**config.mk**
```make
export PLATFORM = sky130hd
export DESIGN_NAME = wswc_top
export DESIGN_NICKNAME = d
export VERILOG_FILES = /design/src/rtl/wswc_pkg.sv /design/src/rtl/wswc_irq_route.sv /design/src/rtl/wswc_stab_timer.sv /design/src/rtl/wswc_top.sv
export VERILOG_INCLUDE_DIRS = /design/src /design/src/rtl
export SDC_FILE = /design/constraint.sdc
export NUM_CORES = 1
export LEC_CHECK = 0
export BUFFER_PORTS_ARGS = -buffer_cell sky130_fd_sc_hd__buf_2
export CORE_ASPECT_RATIO = 1.75
export CORE_UTILIZATION = 59
export DETAILED_ROUTE_END_ITERATION = 16
export GPL_TIMING_DRIVEN = 0
export PLACE_DENSITY = 0.82
export SLEW_MARGIN = 10
export SYNTH_ARGS = -nofsm -noshare
export SYNTH_HDL_FRONTEND = slang
export SYNTH_SLANG_ARGS = --single-unit
```
**constraint.sdc**
```tcl
create_clock -name ref_clk -period 5.9 [get_ports ref_clk]
set_clock_uncertainty 0.15 [all_clocks]
set_input_delay 0.295 -clock ref_clk [delete_from_list [all_inputs] [get_ports ref_clk]]
set_output_delay 0.295 -clock ref_clk [all_outputs]
set_load 0.01 [all_outputs]
```
**src/rtl/wswc_map.svh**
```systemverilog
// Constants of the wait/stop wake-up controller: offsets, fields, resets, counts.
// Assumes an 8-bit register port and a single 25 MHz core clock.
//
// What this block does
// - Cleared global enable blocks all but non-maskable
// - Route each enabled event to its source
// - Light sleep halts core, keeps all state
// - Light sleep keeps oscillator and peripherals clocked
// - Light sleep interrupt wake has no delay
// - Light sleep reset exit does full reset
// - Deep sleep stops oscillator, waits interrupt/reset
// - Deep sleep interrupt wake waits oscillator settle
// - Deep sleep pin reset does full reset
// - Active watchdog turns deep into light sleep
// - Wake never changes the clock source selection
// - From main program: service then next instruction
// - From non-maskable routine: resume, stay there
// - From maskable routine, maskable wake: continue routine
// - From maskable routine, non-maskable wake: service first
// - Global enable cleared: only reset ends sleep
// - Pending enabled request skips the sleep instruction
// - Global enable is option register bit 4
// - Sample requests at each instruction end
`ifndef WSWC_MAP_SVH
`define WSWC_MAP_SVH

`define WSWC_ADDR_W 8
`define WSWC_DATA_W 8

`define WSWC_OFS_IOR 8'hc8
`define WSWC_OFS_EVT_EN 8'he0
`define WSWC_OFS_STATUS 8'he1

`define WSWC_IOR_LES 6
`define WSWC_IOR_ESB 5
`define WSWC_IOR_GEN 4
`define WSWC_IOR_RESET 8'h00

`define WSWC_EN_TIMER 0
`define WSWC_EN_ADC 1
`define WSWC_EN_SUPPLY 2
`define WSWC_EN_LFOSC 3
`define WSWC_EN_CLKSEL 4
`define WSWC_EVT_EN_RESET 8'h00

`define WSWC_STAB_CYCLES 256

`endif

```
**src/rtl/wswc_pkg.sv**
```systemverilog
// Types shared by the wait/stop wake-up controller and its leaf modules.
// Assumes the constant header is compiled alongside.
package wswc_pkg;

	typedef enum logic [1:0] {
		WSWC_RUN = 2'b00,
		WSWC_LIGHT = 2'b01,
		WSWC_DEEP = 2'b10,
		WSWC_STAB = 2'b11
	} wswc_sleep_t;

	typedef enum logic [1:0] {
		WSWC_MODE_MAIN = 2'b00,
		WSWC_MODE_IRQ = 2'b01,
		WSWC_MODE_NMI = 2'b10
	} wswc_core_mode_t;

	typedef struct packed {
		logic nmi_n;
		logic supply_monitor_irq_flag;
		logic spi_irq_n;
		logic port_irq_n;
		logic timer_zero_flag;
		logic lowfreq_osc_event_flag;
		logic adc_eoc;
	} wswc_events_t;

	typedef struct packed {
		logic instr_end;
		logic light_cmd;
		logic deep_cmd;
		logic [4:0] irq_ack;
		wswc_core_mode_t mode;
	} wswc_core_req_t;

	typedef struct packed {
		logic halt;
		logic irq_take;
		logic [2:0] irq_src;
		logic resume;
		logic resume_service;
		logic [2:0] resume_src;
		logic sleep_skip;
	} wswc_core_ctl_t;

endpackage

```
**src/rtl/wswc_irq_route.sv**
```systemverilog
// Maps peripheral and pin events onto the five interrupt sources.
// Assumes event lines are synchronous to clk; ack pulses come from the core.
`timescale 1ns/1ps
`include "wswc_map.svh"
module wswc_irq_route import wswc_pkg::*; (
	// Clock and reset
	input wire logic clk,
	input wire logic rst_n,
	// Events and configuration
	input wswc_events_t ev,
	input wire logic level_src1,
	input wire logic rising_src2,
	input wire logic [7:0] evt_en,
	input wire logic [4:0] irq_ack,
	// Raw requests, before global gating
	output logic [4:0] req
);

	typedef struct packed {
		logic [2:0] lat;
		logic nmi_n;
		logic spi_n;
		logic port_n;
	} wswc_route_st_t;

	wswc_route_st_t s_q, s_d;
	logic ev0, ev1, ev2;

	always_comb begin
		s_d = s_q;
		ev0 = (s_q.nmi_n & ~ev.nmi_n)
			| (ev.supply_monitor_irq_flag & evt_en[`WSWC_EN_SUPPLY]);
		ev1 = s_q.spi_n & ~ev.spi_irq_n;
		ev2 = rising_src2 ? (~s_q.port_n & ev.port_irq_n) : (s_q.port_n & ~ev.port_irq_n);
		// Set wins over the core's acknowledge
		s_d.lat[0] = ev0 | (s_q.lat[0] & ~irq_ack[0]);
		s_d.lat[1] = ~level_src1 & (ev1 | (s_q.lat[1] & ~irq_ack[1]));
		s_d.lat[2] = ev2 | (s_q.lat[2] & ~irq_ack[2]);
		s_d.nmi_n = ev.nmi_n;
		s_d.spi_n = ev.spi_irq_n;
		s_d.port_n = ev.port_irq_n;
		req[0] = s_q.lat[0];
		req[1] = level_src1 ? ~ev.spi_irq_n : s_q.lat[1];
		req[2] = s_q.lat[2];
		req[3] = (ev.timer_zero_flag & evt_en[`WSWC_EN_TIMER])
			| (ev.lowfreq_osc_event_flag & evt_en[`WSWC_EN_LFOSC]);
		req[4] = ev.adc_eoc & evt_en[`WSWC_EN_ADC];
	end

	always_ff @(posedge clk or negedge rst_n) begin
		if (!rst_n) begin
			s_q <= '{lat: 3'h0, nmi_n: 1'b1, spi_n: 1'b1, port_n: 1'b1};
		end else begin
			s_q <= s_d;
		end
	end

endmodule

```
**src/rtl/wswc_stab_timer.sv**
```systemverilog
// Oscillator settle counter run after a deep-sleep wake.
// Assumes start is a one-cycle pulse and no restart while busy.
`timescale 1ns/1ps
module wswc_stab_timer import wswc_pkg::*; #(
	parameter int unsigned STAB_CYCLES = 256
) (
	// Clock and reset
	input wire logic clk,
	input wire logic rst_n,
	// Control
	input wire logic start,
	output logic done
);

	typedef struct packed {
		logic busy;
		logic [15:0] cnt;
	} wswc_stab_st_t;

	wswc_stab_st_t s_q, s_d;

	always_comb begin
		s_d = s_q;
		done = s_q.busy && s_q.cnt == 16'h0001;
		if (start) begin
			s_d.busy = 1'b1;
			s_d.cnt = 16'(STAB_CYCLES);
		end else if (s_q.busy) begin
			s_d.cnt = s_q.cnt - 16'h0001;
			if (done) begin
				s_d.busy = 1'b0;
			end
		end
	end

	always_ff @(posedge clk or negedge rst_n) begin
		if (!rst_n) begin
			s_q <= '0;
		end else begin
			s_q <= s_d;
		end
	end

endmodule

```
**src/rtl/wswc_top.sv**
```systemverilog
// Wait/stop wake-up controller: sleep states, wake-up and resume decisions,
// interrupt option register and event routing toward the core.
// Assumes the core obeys halt and reports instruction ends and mode.
`timescale 1ns/1ps
`include "wswc_map.svh"
module wswc_top import wswc_pkg::*; #(
	parameter int unsigned STAB_CYCLES = `WSWC_STAB_CYCLES
) (
	// Clock and resets
	input wire logic ref_clk,
	input wire logic resetn,
	input wire logic wdog_reset,
	input wire logic wdog_active,
	// Register port
	input wire logic [7:0] reg_addr,
	input wire logic [7:0] reg_wdata,
	input wire logic reg_wr,
	input wire logic reg_rd,
	output logic [7:0] reg_rdata,
	// Events
	input wswc_events_t ev,
	// Core side
	input wswc_core_req_t core_req,
	output wswc_core_ctl_t core_ctl,
	output logic core_reset_req,
	// Clocking
	output logic osc_stop,
	output logic periph_clk_en,
	output logic clk_src_sel
);

	typedef struct packed {
		wswc_sleep_t st;
		logic [7:0] interrupt_option_reg;
		logic [7:0] evt_en;
		logic [7:0] rdata;
		wswc_core_ctl_t ctl;
		logic rst_req;
		wswc_core_mode_t entry_mode;
	} wswc_top_st_t;

	wswc_top_st_t s_q, s_d;
	logic [1:0] rsync_q;
	logic rst_n;
	logic [4:0] req;
	logic [4:0] req_gated;
	logic [4:0] req_core;
	logic gen;
	logic wake;
	logic stab_start;
	logic stab_done;

	// Highest priority pending source; source 0 first, 4 last
	function automatic logic [2:0] prio(input logic [4:0] r);
		logic [2:0] p;
		p = 3'h0;
		for (int i = 4; i >= 0; i--) begin
			if (r[i]) begin
				p = 3'(i);
			end
		end
		return p;
	endfunction

	// Release of the reset is synchronised; assertion stays asynchronous
	always_ff @(posedge ref_clk or negedge resetn) begin
		if (!resetn) begin
			rsync_q <= 2'b00;
		end else begin
			rsync_q <= {rsync_q[0], 1'b1};
		end
	end
	assign rst_n = rsync_q[1];

	wswc_irq_route u_route (
		.clk(ref_clk),
		.rst_n(rst_n),
		.ev(ev),
		.level_src1(s_q.interrupt_option_reg[`WSWC_IOR_LES]),
		.rising_src2(s_q.interrupt_option_reg[`WSWC_IOR_ESB]),
		.evt_en(s_q.evt_en),
		// A watchdog reset also empties the edge latches, as a pin reset would
		.irq_ack(core_req.irq_ack | {5{wdog_reset}}),
		.req(req)
	);

	wswc_stab_timer #(
		.STAB_CYCLES(STAB_CYCLES)
	) u_stab (
		.clk(ref_clk),
		.rst_n(rst_n),
		.start(stab_start),
		.done(stab_done)
	);

	always_comb begin
		gen = s_q.interrupt_option_reg[`WSWC_IOR_GEN];
		// Non-maskable source is never gated for service
		req_gated = {req[4:1] & {4{gen}}, req[0]};
		// Wake needs the global enable, even for the non-maskable source
		wake = gen & (|req);
		// What the core may take now depends on its mode
		case (core_req.mode)
			WSWC_MODE_MAIN: req_core = req_gated;
			WSWC_MODE_IRQ: req_core = {4'h0, req[0]};
			WSWC_MODE_NMI: req_core = 5'h00;
			default: req_core = 5'h00;
		endcase
	end

	always_comb begin
		s_d = s_q;
		stab_start = 1'b0;
		s_d.ctl.irq_take = 1'b0;
		s_d.ctl.resume = 1'b0;
		s_d.ctl.resume_service = 1'b0;
		s_d.ctl.sleep_skip = 1'b0;
		s_d.rst_req = wdog_reset;
		s_d.rdata = 8'h00;

		// Register port; the option register is write-only and reads zero
		if (reg_wr) begin
			case (reg_addr)
				`WSWC_OFS_IOR: s_d.interrupt_option_reg = reg_wdata;
				`WSWC_OFS_EVT_EN: s_d.evt_en = reg_wdata;
				default: s_d.interrupt_option_reg = s_q.interrupt_option_reg;
			endcase
		end
		if (reg_rd) begin
			case (reg_addr)
				`WSWC_OFS_EVT_EN: s_d.rdata = s_q.evt_en;
				`WSWC_OFS_STATUS: s_d.rdata = {1'b0, s_q.st, req};
				default: s_d.rdata = 8'h00;
			endcase
		end

		case (s_q.st)
			WSWC_RUN: begin
				s_d.ctl.halt = 1'b0;
				if (core_req.light_cmd || core_req.deep_cmd) begin
					s_d.entry_mode = core_req.mode;
					if (|req_gated) begin
						// Pending enabled request: instruction acts as a no-op
						s_d.ctl.sleep_skip = 1'b1;
					end else if (core_req.deep_cmd && !wdog_active) begin
						s_d.st = WSWC_DEEP;
						s_d.ctl.halt = 1'b1;
					end else begin
						// Watchdog would starve in deep sleep, so it is downgraded
						s_d.st = WSWC_LIGHT;
						s_d.ctl.halt = 1'b1;
					end
				end else if (core_req.instr_end && (|req_core)) begin
					s_d.ctl.irq_take = 1'b1;
					s_d.ctl.irq_src = prio(req_core);
				end
			end
			WSWC_LIGHT: begin
				if (wake) begin
					// Oscillator never stopped, resume on the next edge
					s_d.st = WSWC_RUN;
					s_d.ctl.halt = 1'b0;
					s_d.ctl.resume = 1'b1;
				end
			end
			WSWC_DEEP: begin
				if (wake) begin
					s_d.st = WSWC_STAB;
					stab_start = 1'b1;
				end
			end
			WSWC_STAB: begin
				if (stab_done) begin
					s_d.st = WSWC_RUN;
					s_d.ctl.halt = 1'b0;
					s_d.ctl.resume = 1'b1;
				end
			end
			default: begin
				s_d.st = WSWC_RUN;
				s_d.ctl.halt = 1'b0;
			end
		endcase

		// Resume decision, captured as the wake is seen
		if ((s_q.st == WSWC_LIGHT || s_q.st == WSWC_DEEP) && wake) begin
			case (s_q.entry_mode)
				WSWC_MODE_MAIN: begin
					s_d.ctl.resume_service = 1'b1;
					s_d.ctl.resume_src = prio(req_gated);
				end
				WSWC_MODE_IRQ: begin
					// Only the non-maskable source may preempt the routine
					s_d.ctl.resume_service = req[0];
					s_d.ctl.resume_src = 3'h0;
				end
				WSWC_MODE_NMI: begin
					s_d.ctl.resume_service = 1'b0;
					s_d.ctl.resume_src = 3'h0;
				end
				default: begin
					s_d.ctl.resume_service = 1'b0;
					s_d.ctl.resume_src = 3'h0;
				end
			endcase
		end
		// Service flag of a deep wake, set as the wake is seen, is held through the settle delay
		if (s_q.st == WSWC_STAB) begin
			s_d.ctl.resume_service = stab_done & s_q.ctl.resume_service;
			if (!stab_done) begin
				s_d.ctl.resume_service = s_q.ctl.resume_service;
			end
		end

		// Watchdog reset aborts any sleep into a full reset
		if (wdog_reset) begin
			s_d.st = WSWC_RUN;
			s_d.ctl.halt = 1'b0;
			s_d.interrupt_option_reg = `WSWC_IOR_RESET;
			s_d.evt_en = `WSWC_EVT_EN_RESET;
			s_d.entry_mode = WSWC_MODE_MAIN;
			s_d.ctl = '0;
		end
	end

	always_ff @(posedge ref_clk or negedge rst_n) begin
		if (!rst_n) begin
			// Pin reset from any state lands here: the full sequence
			s_q.st <= WSWC_RUN;
			s_q.interrupt_option_reg <= `WSWC_IOR_RESET;
			s_q.evt_en <= `WSWC_EVT_EN_RESET;
			s_q.rdata <= 8'h00;
			s_q.ctl <= '0;
			s_q.rst_req <= 1'b1;
			s_q.entry_mode <= WSWC_MODE_MAIN;
		end else begin
			s_q <= s_d;
		end
	end

	assign reg_rdata = s_q.rdata;
	assign core_reset_req = s_q.rst_req;
	// Core halt only; peripherals keep their clock except in deep sleep, and RAM keeps its contents
	assign core_ctl = s_q.ctl;
	// Oscillator runs in light sleep and while settling
	assign osc_stop = (s_q.st == WSWC_DEEP);
	assign periph_clk_en = (s_q.st != WSWC_DEEP);
	// Selection comes from software only; the wake path never writes it
	assign clk_src_sel = s_q.evt_en[`WSWC_EN_CLKSEL];

endmodule

```
Yosys cells after proc, flatten, opt, wreduce, memory -nomap -nowiden --
Cells that the tools add are included.
Word-level totals: register bits 64, input bits 39, word-level logic and storage cells 146, output and inout bits 23
Cells by class: add/sub/neg operators 1, reduce and logical (&&, ||, !) cells 28, bitwise gates (word level) 29, eq/ne operators 16, mux-type cells 52
Operator list (number):
- 17-bit 2-to-1 mux | 2
- 3-bit 2-to-1 mux | 10
- 8-bit == test, second input constant | 3
- 8-bit 2-to-1 mux | 3
- 18-bit 2-to-1 mux | 1
- 2-bit 2-to-1 mux | 9
- 16-bit by 1-bit == test with 1-bit output, second input constant | 1
- 16-bit 2-to-1 mux | 1
- 4-bit 2-to-1 mux | 4
- 8-bit case mux with 2 select lines | 1
- 2-bit nonzero test | 8
- 16-bit by 1-bit subtractor with 16-bit output, second input constant | 1
- 1-bit 2-to-1 mux | 15
- 5-bit OR reduction | 3
- 1-bit AND | 14
- 3-bit inequality test, second input constant | 4
- 11-bit 2-to-1 mux | 1
- 5-bit case mux with 2 select lines | 1
- 1-bit NOT | 8
- 2-bit case mux with 4 select lines | 1
- 4-bit case mux with 2 select lines | 1
- 2-bit by 1-bit == test with 1-bit output, second input constant | 3
- 2-bit logical NOT | 3
- 2-bit AND reduction | 3
- other kinds (14) | 25

Logic depth before layout (Yosys ltp) --
Gate-level depths: netlist (run 1).
depth in word-level cells 13, mapped depth 7

By module --
A second synthesis (run 1) with hierarchy kept.
Second synthesis, totals: cell total of the unflattened synthesis 295, area total of the unflattened synthesis 3113.0 um^2
Modules (own cells, without submodules):
- wswc_top | area each 1976.9 um^2, sequential area each 927.1 um^2, instances 1, cells an instance 186
- wswc_stab_timer | area each 875.8 um^2, sequential area each 425.4 um^2, instances 1, cells an instance 86
- wswc_irq_route | area each 260.2 um^2, sequential area each 153.9 um^2, instances 1, cells an instance 23

Worst setup path before layout (run 1) --
No wires, ideal clock.
path type reg2reg, from register s_q[22] (netlist name), to register s_q[38] (netlist bit), period minus slack after synthesis 2.019 ns, data arrival time 1.744 ns, data required time 5.625 ns, stages on the path, launching flop included 6, setup time 0.125 ns, path slack 3.881 ns, path buffers 0, cells stage by stage dfrtp_1 a221oi_4 a41oi_2 o311ai_2 o311ai_2 mux2_4
Between the ends: word-level cells in the longest chain between the ends 6
Ends and longest elaborated chain:
- 1-bit AND * | RTL line wswc_irq_route.sv:45 | req[3] = (ev.timer_zero_flag & evt_en[`WSWC_EN_TIMER])
- 1-bit OR * | RTL line wswc_irq_route.sv:45
- 4-bit AND or 5-bit OR reduction (tied branches) | RTL line wswc_top.sv:99, wswc_top.sv:101
- 5-bit OR reduction or 1-bit AND (tied branches) | RTL line wswc_top.sv:142, wswc_top.sv:101
- 3-bit inequality test (no source line) or 3-bit by 2-bit inequality test with 1-bit output (tied branches)
- 5-bit AND reduction (no source line) *
- end, declared | RTL line wswc_top.sv:42 | wswc_top_st_t s_q, s_d;
Every way passes the cells marked *; elsewhere a longest branch is shown, timed or not. A chain may end at the register's enable or synchronous reset.

Worst setup path in the final report (run 1) --
from input ev[4] (netlist bit), to register u_stab.s_q[7] (netlist bit)
Between the ends: word-level cells in the longest chain between the ends 7
Ends and longest elaborated chain:
- start, declared | RTL line wswc_top.sv:21 | input wswc_events_t ev,
- 1-bit NOT * | RTL line wswc_irq_route.sv:43 | req[1] = level_src1 ? ~ev.spi_irq_n : s_q.lat[1];
- 1-bit 2-to-1 mux * | RTL line wswc_irq_route.sv:43
- 5-bit OR reduction * | RTL line wswc_top.sv:101 | wake = gen & (|req);
- 1-bit AND * | RTL line wswc_top.sv:101
- 1-bit 2-to-1 mux * | RTL line wswc_top.sv:167 | if (wake) begin
- 1-bit 2-to-1 mux * | RTL line wswc_top.sv:137 | case (s_q.st)
- 17-bit 2-to-1 mux or 2-bit nonzero test (tied branches)
- end signal, assigned | RTL line wswc_stab_timer.sv:38 | s_q <= '0;
- end signal, assigned | RTL line wswc_stab_timer.sv:40 | s_q <= s_d;
- end, declared | RTL line wswc_stab_timer.sv:20 | wswc_stab_st_t s_q, s_d;
Marks and branches as above.

==> flow_summary.ini, run 1 <==
[cts]
cts_resized = 0
cts-hold-fix-buffers = 5
cts.sinks = 60
cts_buffers = 9
htreeDepth = 3
insertion_delay_ns = 0.33
cts_tree = built
post_cts_buffers = 0
path_clk_slew_ns = 0.06
clock-root-buffer = clkbuf_8
cts_buffer_depth = 2

[logic_synthesis]
synth_ff_type = dfrtp_1
yosysSeqAreaShare_pct = 49.9
synthCells = 286
syn_area_per_cell_um2 = 10.5
netlist_area_um2 = 3020
synthArstFlopShare_pct = 100
synth_nets = 332
ys_types = 52
synth-edff-count = 0
synth_seq_cells = 60
ys_warn_count = 0

[sta]
whs_ns = 0.0518
worst_pin_slew_ns = 0.549
drv_slew = 0
fmax_mhz = 409
fin_crit_sh_pct = 41.5
finalHoldViolCount = 0
fin_crit_ns = 2.45
finalSetupTns_ns = 0
setup_viol = 0
relSlewSlack_pct = 63.3
rsz0062_at_grt = false
setup_slack_ns = 3.45

[floorplan]
dieHeight_um = 96.6
dieArea_um2 = 5410
die_x_um = 56.1
core_area_um2 = 4930
io_pins = 62
num_rows = 34
start_util_pct = 61.1

[route]
drtIter0Drc = 43
dr.pass1.iters = 4
drt-vias-per-instance = 5.53
wl_per_cell_um = 15.2
drc_errors = 0
routed_wl_um = 6400
vias = 2324
ant_nets = 0

[global_route]
met1_usage_pct = 24.2
grt_pass1_vias = 2386
met2_usage_pct = 49.5
met3_usage_pct = 5.86
antenna_found_initial = 0
grt_first_pass_wirelength_um = 10400
grt_usage_pct = 25.6
gr-max-usage-layer = met2
grt.overflow.total = 0
grt_max_degree = 40

[cells_and_area]
stdcell_area_um2 = 3620
syn_to_final_growth_pct = 20.0
fillCellCount = 383
antenna-diode-count = 0
final_cells = 420
seq_area_um2 = 1510
multi_input_area_um2 = 1300
nNetsFinal = 408
drive_gt1_share_pct = 29.0
final_cell_mix = buf_2 (60), dfrtp_1 (55), nor2_1 (53)
final_common_cell = buf_2

[placement]
port_buffers = 59
dp_hpwl_um = 4650
placed_area_um2 = 3400
pre_cts_ws_ns = 3.60
dp.cells = 400
gp_congestion = 0.867

[setup_path]
crit_path_end_kind = register
worstPathArrival_ns = 2.49
critPathTopFamily = buffers and inverters
r2r_start = s_q[22]
r2r_end = u_stab.s_q[7]
critPathLaunchType = primary input
slowest_delay_ns = 0.53
reg2reg_depth = 6
cpMaxStageDelayCell = dlygate4sd3_1
crit_path_max_fanout = 10
r2r_setup_slack_ns = 3.59
cp.required_ns = 5.95
crit_chain = dlygate4sd3_1 -> buf_2 -> nand2b_1 -> a41oi_2 -> and2_1 -> clkbuf_1 -> clkbuf_1 -> nor2_1
crit_path_frequent_cell = clkbuf_1
path_buf_inv = 4
path_class = primary input to register

[power_and_ir_drop]
pwr-share-seq_pct = 49.4
power_switching_uw = 272
powerDensity_nw_per_um2 = 268
vdd_drop_max_mv = 0.227
leakagePower_uw = 0.00177
combinationalPowerShare_pct = 17.4
p_sw_share_pct = 28.1
pwr-share-clk_pct = 33.2
p_int_uw = 697

[worst_hold_path]
hold_path.class = primary input to register
min_to = u_route.req[0]
worst_hold_startpoint = ev[5]
holdPathStages = 2

[run_status]
status = complete, no violations

[flow_run]
max_cap_viol_count = 0
==> metrics by stage <==
| step | utilization, % | total power (µW) |
|---|---|---|
| floorplan | - | 595 |
| global placement | 68.5 | 643 |
| detailed placement | 68.9 | 649 |
| CTS | 73.4 | 975 |
| global route | 73.4 | 1020 |
| finish | 73.4 | 969 |
==> kinds of logic (layout without fill, tap and decap cells) <==
kind of cell / Yosys count / count (layout) / synth area share [%]
xor+xnor: 13 / 13 / 3.77
other cells: 1 / 1 / 0.124
fa+ha+maj: 7 / 7 / 2.90
simple gates: 113 / 113 / 19.4
mux: 17 / 17 / 5.81
buf+inv: 36 / 116 / 6.89
flops: 60 / 60 / 49.9
compound gates: 39 / 39 / 11.2
==> power groups by stage <==
stage | combinational (µW) | clock (µW) | sequential [µW]
3_5_place_dp | 164 | 0 | 485
4_1_cts | 168 | 328 | 479
2_1_floorplan | 115 | 0 | 480
6_report | 169 | 321 | 479
3_3_place_gp | 154 | 0 | 489
5_1_grt | 188 | 345 | 485
==> area by class of cell <==
| type | instances | area share (%) |
|---|---|---|
| sequential | 60 | 41.7 |
| multi-input combinational | 190 | 36.0 |
| timing repair buffer | 65 | 10.1 |
| buffer | 28 | 4.91 |
| clock buffer | 13 | 4.39 |
| tap | 54 | 1.87 |
| inverter | 8 | 0.830 |
| clock inverter | 2 | 0.277 |
==> cell usage after synthesis (4+ instances only) <==
cell       n  share of area [%]
nand2b_1   4               0.83
mux2i_1   16                5.3
inv_1      7               0.87
xor2_1     6                1.7
a22o_1     6                1.7
nor2b_1    4               0.83
nand2_1   14                1.7
buf_4     19                4.7
xnor2_1    7                2.0
dfstp_2    4                3.5
ha_1       7                2.9
clkbuf_1   8                1.0
nand3_1    7                1.2
a21oi_1    5               0.83
dfrtp_1   56                 46
o21ai_0    6                1.0
nor2_1    53                6.6
==> metal layers <==
layer / up-vias / routed length [µm]
met1: 1125 / 2390
met2: 50 / 3660
met3: 12 / 190
li1: 1137 / -
met4: 0 / 159
met5: - / 0
==> registers in the layout, indices dropped and copies added (netlist names) <==
| name | count |
|---|---|
| u_stab.s_q | 17 |
| s_q | 13 |
| core_ctl | 11 |
| reg_rdata | 8 |
| u_route.s_q | 4 |
| rsync_q | 2 |
| u_route.req | 2 |
| clk_src_sel | 1 |
| core_reset_req | 1 |
| gen | 1 |
==> how the worst max path moves through the flow <==
stage	start	endpoint	slack (ns)	cells past startpoint
after global placement	rsync_q[1]	reg_rdata[2]	3.35	0
after detailed placement	s_q[22]	u_stab.s_q[7]	3.60	6
after global routing	ev[4]	u_stab.s_q[13]	3.28	8
final	ev[4]	u_stab.s_q[7]	3.45	8
after floorplan	s_q[22]	s_q[38]	3.88	5
after CTS	ev[4]	u_stab.s_q[7]	3.45	8
Note: power is estimated with default switching activity, not from simulation.
==> run 2: changes to the inputs <==
--- a/config.mk
+++ b/config.mk
@@ -6,12 +6,13 @@
 export SDC_FILE = /design/constraint.sdc
 export NUM_CORES = 1
 export LEC_CHECK = 0
+export ABC_AREA = 1
 export BUFFER_PORTS_ARGS = -buffer_cell sky130_fd_sc_hd__buf_2
 export CORE_ASPECT_RATIO = 1.75
-export CORE_UTILIZATION = 59
+export CORE_UTILIZATION = 50
 export DETAILED_ROUTE_END_ITERATION = 16
 export GPL_TIMING_DRIVEN = 0
-export PLACE_DENSITY = 0.82
+export PLACE_DENSITY = 0.73
 export SLEW_MARGIN = 10
 export SYNTH_ARGS = -nofsm -noshare
 export SYNTH_HDL_FRONTEND = slang
==> constraint.sdc (replaced) <==
create_clock -name ref_clk -period 1.97 [get_ports ref_clk]
set_clock_uncertainty 0.15 [all_clocks]
set_input_delay 0.0985 -clock ref_clk [delete_from_list [all_inputs] [get_ports ref_clk]]
set_output_delay 0.0985 -clock ref_clk [all_outputs]
set_load 0.01 [all_outputs]
==> flow_summary.ini, run 2 <==
[cells_and_area]
syn_to_final_growth_pct = 29.7
drive_gt1_share_pct = 31.8
fin_util_pct = 67.1
largest_reg_flops = 17
final_common_cell = nand2_1
top_register = u_stab.s_q
final_cell_mix = nand2_1 (61), buf_2 (60), dfrtp_1 (55)
stdcell_area_um2 = 4350
nNetsFinal = 538
antenna-diode-count = 0
fillCellCount = 526
final_cells = 579

[cts]
cts_tree = built
cts_buffer_depth = 2
cts_buffers = 9
clock-root-buffer = clkbuf_16
path_clk_slew_ns = 0.05
htreeDepth = 3
cts.sinks = 60
insertion_delay_ns = 0.33

[run_status]
status = complete, no violations

[setup_path]
cp.required_ns = 2.04
reg2reg_depth = 11
critPathLaunchType = register
crit_path_max_fanout = 4
r2r_setup_slack_ns = 0.30
r2r_end = u_stab.s_q[14]
path_class = register to register
r2r_start = u_stab.s_q[0]
crit_path_end_kind = register
worstPathArrival_ns = 1.74

[route]
drc_errors = 0
wl_per_cell_um = 12.9
drtIter0Drc = 90
vias = 2889
dr.pass1.iters = 4
routed_wl_um = 7490
ant_nets = 0
drt-vias-per-instance = 4.99

[power_and_ir_drop]
leakagePower_uw = 0.00227
p_int_uw = 3130
power_switching_uw = 1430
total_power_uw = 4550
p_sw_share_pct = 31.3
vdd_drop_max_mv = 0.711
pwr-share-seq_pct = 35.9
pwr-share-clk_pct = 37.8
combinationalPowerShare_pct = 26.2
powerDensity_nw_per_um2 = 1050

[worst_hold_path]
min_to = s_q[39]
hold_path.class = primary input to register
holdPathStages = 6
worst_hold_startpoint = wdog_active

[flow_run]
max_cap_viol_count = 0

[sta]
relSlewSlack_pct = 55.9
setup_viol = 0
fin_crit_ns = 1.67
fmax_mhz = 598
worst_pin_slew_ns = 0.662
fin_crit_sh_pct = 84.8
rsz0062_at_grt = false
finalHoldViolCount = 0
drv_slew = 0
whs_ns = 0.0439

[logic_synthesis]
ys_top_cells_by_area = dfrtp_1 (42%), nand2_1 (6.8%), inv_1 (5.8%)
synth_seq_cells = 60
synth_ff_type = dfrtp_1
post-synth-top-area-fraction_pct = 41.7
yosysMostFrequentCell = nand2_1
netlist_area_um2 = 3360
synthCells = 397
synth_common_cells = nand2_1 (61), dfrtp_1 (56), inv_1 (52)
synthArstFlopShare_pct = 100
ys_warn_count = 0
yosys.area.top_type = dfrtp_1
ys_types = 42
yosysSeqAreaShare_pct = 44.9
synth-edff-count = 0
syn_area_per_cell_um2 = 8.46
synth_nets = 443

[floorplan]
die_x_um = 63.9
dieArea_um2 = 7060
io_pins = 62
start_util_pct = 51.7
dieHeight_um = 110
num_rows = 39
core_area_um2 = 6490

[global_route]
grt.overflow.total = 0
grt_first_pass_wirelength_um = 12700
antenna_found_initial = 0
grt_max_degree = 31
grt_usage_pct = 24.4
grt_pass1_vias = 2960

[placement]
dp_hpwl_um = 5510
placed_area_um2 = 3780
port_buffers = 59
dp.cells = 539
gp_congestion = 0.812
## run 2: changes by cell type after synthesis, moves of 6 or more
| cell | previous run | this run |
|---|---|---|
| a22o_1 | 6 | 0 |
| inv_1 | 7 | 52 |
| nand2_2 | 0 | 12 |
| nand3_2 | 0 | 6 |
| nor2_2 | 0 | 7 |
| xnor2_1 | 7 | 1 |
| nor2_1 | 53 | 40 |
| clkbuf_1 | 8 | 2 |
| nand3_1 | 7 | 36 |
| mux2i_1 | 16 | 1 |
| o21ai_0 | 6 | 18 |
| nand4_1 | 2 | 9 |
| nand2_1 | 14 | 61 |
| nor2_4 | 0 | 7 |
## run 2: what timing repair did
action | CTS | global route
setup endpoints to repair | 0 | 0
setup buffers | 0 | 0
gates resized for setup | 0 | 0
hold endpoints to repair | 26 | 0
hold buffers | 24 | 0
## run 2: kinds of logic (layout without fill, tap and decap cells)
group,after synthesis,after routing,synth area share [%]
compound gates,38,38,7.01
flops,60,60,44.9
other cells,1,1,0.112
buf+inv,87,187,13.0
simple gates,193,193,29.5
fa+ha+maj,7,7,2.61
mux,1,1,0.298
xor+xnor,10,10,2.61
## run 2: power groups by stage
stage / registers [µW] / clock network, µW / logic (µW)
after global routing: 1660 / 1800 / 1370
after global placement: 1660 / 0 / 1100
final: 1640 / 1720 / 1190
after detailed placement: 1660 / 0 / 1140
after CTS: 1640 / 1750 / 1200
after floorplan: 1620 / 0 / 902
## run 2: cell type report
type | instances | area (µm²) | share of cell area, %
Tap cell | 82 | 103 | 2.36
Clock buffer | 12 | 267 | 6.12
Timing Repair Buffer | 84 | 556 | 12.8
Multi-Input combinational cell | 250 | 1420 | 32.5
Clock inverter | 4 | 70.1 | 1.61
Sequential cell | 60 | 1510 | 34.6
Inverter | 59 | 224 | 5.15
Buffer | 28 | 211 | 4.86
## run 2: worst max-delay path by stage
stage | from | endpoint | slack, ns | depth (start not counted)
2_1_floorplan | rsync_q[1] | clk_src_sel | 0.03 | 0
3_3_place_gp | rsync_q[1] | reg_rdata[7] | -0.62 | 0
3_5_place_dp | u_stab.s_q[0] | u_stab.s_q[14] | 0.30 | 11
4_1_cts | u_stab.s_q[0] | u_stab.s_q[14] | 0.27 | 11
5_1_grt | u_stab.s_q[0] | u_stab.s_q[14] | 0.16 | 11
6_report | u_stab.s_q[0] | u_stab.s_q[14] | 0.30 | 11
## run 2: worst max-delay path, stage by stage, from the launching register on
cell and delay, ns:
dfrtp_1 0.38, inv_1 0.08, ha_1 0.23, nand2_4 0.08, clkinv_2 0.06, nand2_2 0.08
clkinv_2 0.10, nand2_4 0.09, nor2_4 0.04, nand3_2 0.06, xor2_1 0.17, nor2_2 0.04
## run 2: metal layers
layer	vias to the layer above	wire length [µm]	GRT usage [%]
li1	1424	-	-
met4	0	268	15.1
met3	24	282	5.66
met1	1374	2580	22.4
met2	67	4360	47.3
met5	-	0	0
## run 2: metrics by stage
step | setup WS, ns | setup TNS, ns
floorplan | 0.0328 | 0
global placement | -0.623 | -33.73
detailed placement | 0.304 | 0
CTS | 0.274 | 0
global route | 0.159 | 0
finish | 0.299 | 0
==> run 3: changes to the inputs <==
--- a/config.mk
+++ b/config.mk
@@ -9,10 +9,10 @@
 export ABC_AREA = 1
 export BUFFER_PORTS_ARGS = -buffer_cell sky130_fd_sc_hd__buf_2
 export CORE_ASPECT_RATIO = 1.75
-export CORE_UTILIZATION = 50
+export CORE_UTILIZATION = 56
 export DETAILED_ROUTE_END_ITERATION = 16
 export GPL_TIMING_DRIVEN = 0
-export PLACE_DENSITY = 0.73
+export PLACE_DENSITY = 0.77
 export SLEW_MARGIN = 10
 export SYNTH_ARGS = -nofsm -noshare
 export SYNTH_HDL_FRONTEND = slang
==> constraint.sdc (replaced) <==
create_clock -name ref_clk -period 1.72 [get_ports ref_clk]
set_clock_uncertainty 0.15 [all_clocks]
set_input_delay 0.086 -clock ref_clk [delete_from_list [all_inputs] [get_ports ref_clk]]
set_output_delay 0.086 -clock ref_clk [all_outputs]
set_load 0.01 [all_outputs]
==> flow_summary.ini, run 3 (synthesis results as in run 2) <==
[global_route]
grt.overflow.total = 0
grt_max_degree = 59
grt_usage_pct = 27.6
grt_first_pass_wirelength_um = 12700
grt_pass1_vias = 2928
antenna_found_initial = 0

[route]
drt-vias-per-instance = 5.01
routed_wl_um = 7720
drc_errors = 0
dr.pass1.iters = 4
vias = 2894
ant_nets = 0
drtIter0Drc = 139
wl_per_cell_um = 13.4

[cells_and_area]
fillCellCount = 474
top_register = u_stab.s_q
antenna-diode-count = 0
nNetsFinal = 541
multi_input_area_um2 = 1430
drive_gt1_share_pct = 32.0
final_cell_mix = nand2_1 (61), buf_2 (60), dfrtp_1 (55)
largest_reg_flops = 17
syn_to_final_growth_pct = 26.1
final_common_cell = nand2_1
final_cells = 578
seq_area_um2 = 1510

[sta]
finalHoldViolCount = 0
relSlewSlack_pct = 50.1
worst_pin_slew_ns = 0.748
setup_viol = 0
whs_ns = 0.0494
fin_crit_ns = 1.65
drv_slew = 0
fmax_mhz = 607
fin_crit_sh_pct = 95.8

[floorplan]
num_rows = 37
dieArea_um2 = 6320
core_area_um2 = 5830
start_util_pct = 57.6
die_x_um = 60.5
dieHeight_um = 104
io_pins = 62

[setup_path]
slowest_delay_ns = 0.41
crit_chain = inv_2 -> ha_2 -> nand2_4 -> clkinv_2 -> nand2_2 -> inv_4 -> nand2_4 -> nor2_4 -> nand3_2 -> xor2_2 -> nor2_2
r2r_setup_slack_ns = 0.07
crit_path_frequent_cell = nand2_4
path_class = register to register
crit_end = u_stab.s_q[14]
cp.required_ns = 1.81
r2r_start = u_stab.s_q[0]
critPathLaunchType = register
worstPathArrival_ns = 1.73
worstSetupStartpoint = u_stab.s_q[0]
crit_path_end_kind = register
r2r_end = u_stab.s_q[14]
cpMaxStageDelayCell = dfrtp_1
crit_path_max_fanout = 4
reg2reg_depth = 11

[power_and_ir_drop]
vdd_drop_max_mv = 0.606
leakagePower_uw = 0.00221
pwr-share-clk_pct = 27.8
p_int_uw = 2990
combinationalPowerShare_pct = 31.0
p_sw_share_pct = 34.8
pwr-share-seq_pct = 41.3
powerDensity_nw_per_um2 = 1080
power_switching_uw = 1590

[cts]
cts_buffers = 9
cts.sinks = 60
htreeDepth = 3
cts_tree = built
clock-root-buffer = clkbuf_8
cts_buffer_depth = 2
insertion_delay_ns = 0.34
path_clk_slew_ns = 0.06

[placement]
gp_congestion = 0.838
dp.cells = 534
port_buffers = 59
dp_hpwl_um = 5520

[flow_run]
max_cap_viol_count = 0

[worst_hold_path]
holdPathStages = 5
hold_path.class = primary input to register

[run_status]
status = complete, no violations
-- run 3: power groups by stage --
| stage | Clock [µW] | Sequential (µW) | Combinational [µW] |
|---|---|---|---|
| final | 1270 | 1890 | 1420 |
| after global routing | 1360 | 1920 | 1590 |
| after detailed placement | 0 | 1910 | 1310 |
| after global placement | 0 | 1900 | 1260 |
| after CTS | 1310 | 1890 | 1370 |
| after floorplan | 0 | 1850 | 1030 |
-- run 3: metal layers --
layer / wire length, µm / GRT usage [%]
met5: 0 / 0
met4: 286 / 12.8
met3: 199 / 5.35
met2: 4650 / 51.9
met1: 2590 / 26.6
-- run 3: stage by stage --
step	util [%]	setup TNS, ns	cell area (µm²)	total power, µW	worst slack [ns]
6_report	72.6	0	4230	4590	0.0729
5_1_grt	72.6	-0.0268	4230	4870	-0.0268
4_1_cts	72.0	0	4200	4560	0.0318
3_5_place_dp	64.3	0	3750	3230	0.0403
3_3_place_gp	64.3	0	3750	3160	0.0785
2_1_floorplan	-	0	3360	2880	0.176
-- run 3: repair_timing --
action                     4_1_cts  5_1_grt
hold endpoints to repair        32        0
buffers inserted                 0        3
setup endpoints to repair        0        7
hold buffers                    25        0
gates resized for setup          0        6
-- run 3: cell type report --
class	instances	share of cell area [%]
clock buffer	15	3.93
tap	78	2.30
timing repair buffer	87	13.4
clock inverter	1	0.709
buffer	28	4.99
inverter	59	5.32
multi-input combinational	250	33.7
sequential	60	35.7
-- run 3: how the worst min path moves through the flow --
stage	startpoint	endpoint	slack, ns
3_5_place_dp	resetn	rsync_q[0]	-0.27
5_1_grt	reg_wr	s_q[23]	0.05
2_1_floorplan	resetn	rsync_q[0]	-0.36
4_1_cts	reg_wr	s_q[24]	0.03
3_3_place_gp	resetn	rsync_q[0]	-0.28
6_report	reg_wr	s_q[22]	0.05
-- run 3: worst max-delay path: cells and delay by family, from the launching register on --
kind / cells / cell delay [ns]
xor gates and xnor gates: 1 / 0.15
adders and majority gates: 1 / 0.19
buffers and inverters: 3 / 0.22
DFF: 1 / 0.41
and+or+nand+nor: 6 / 0.42
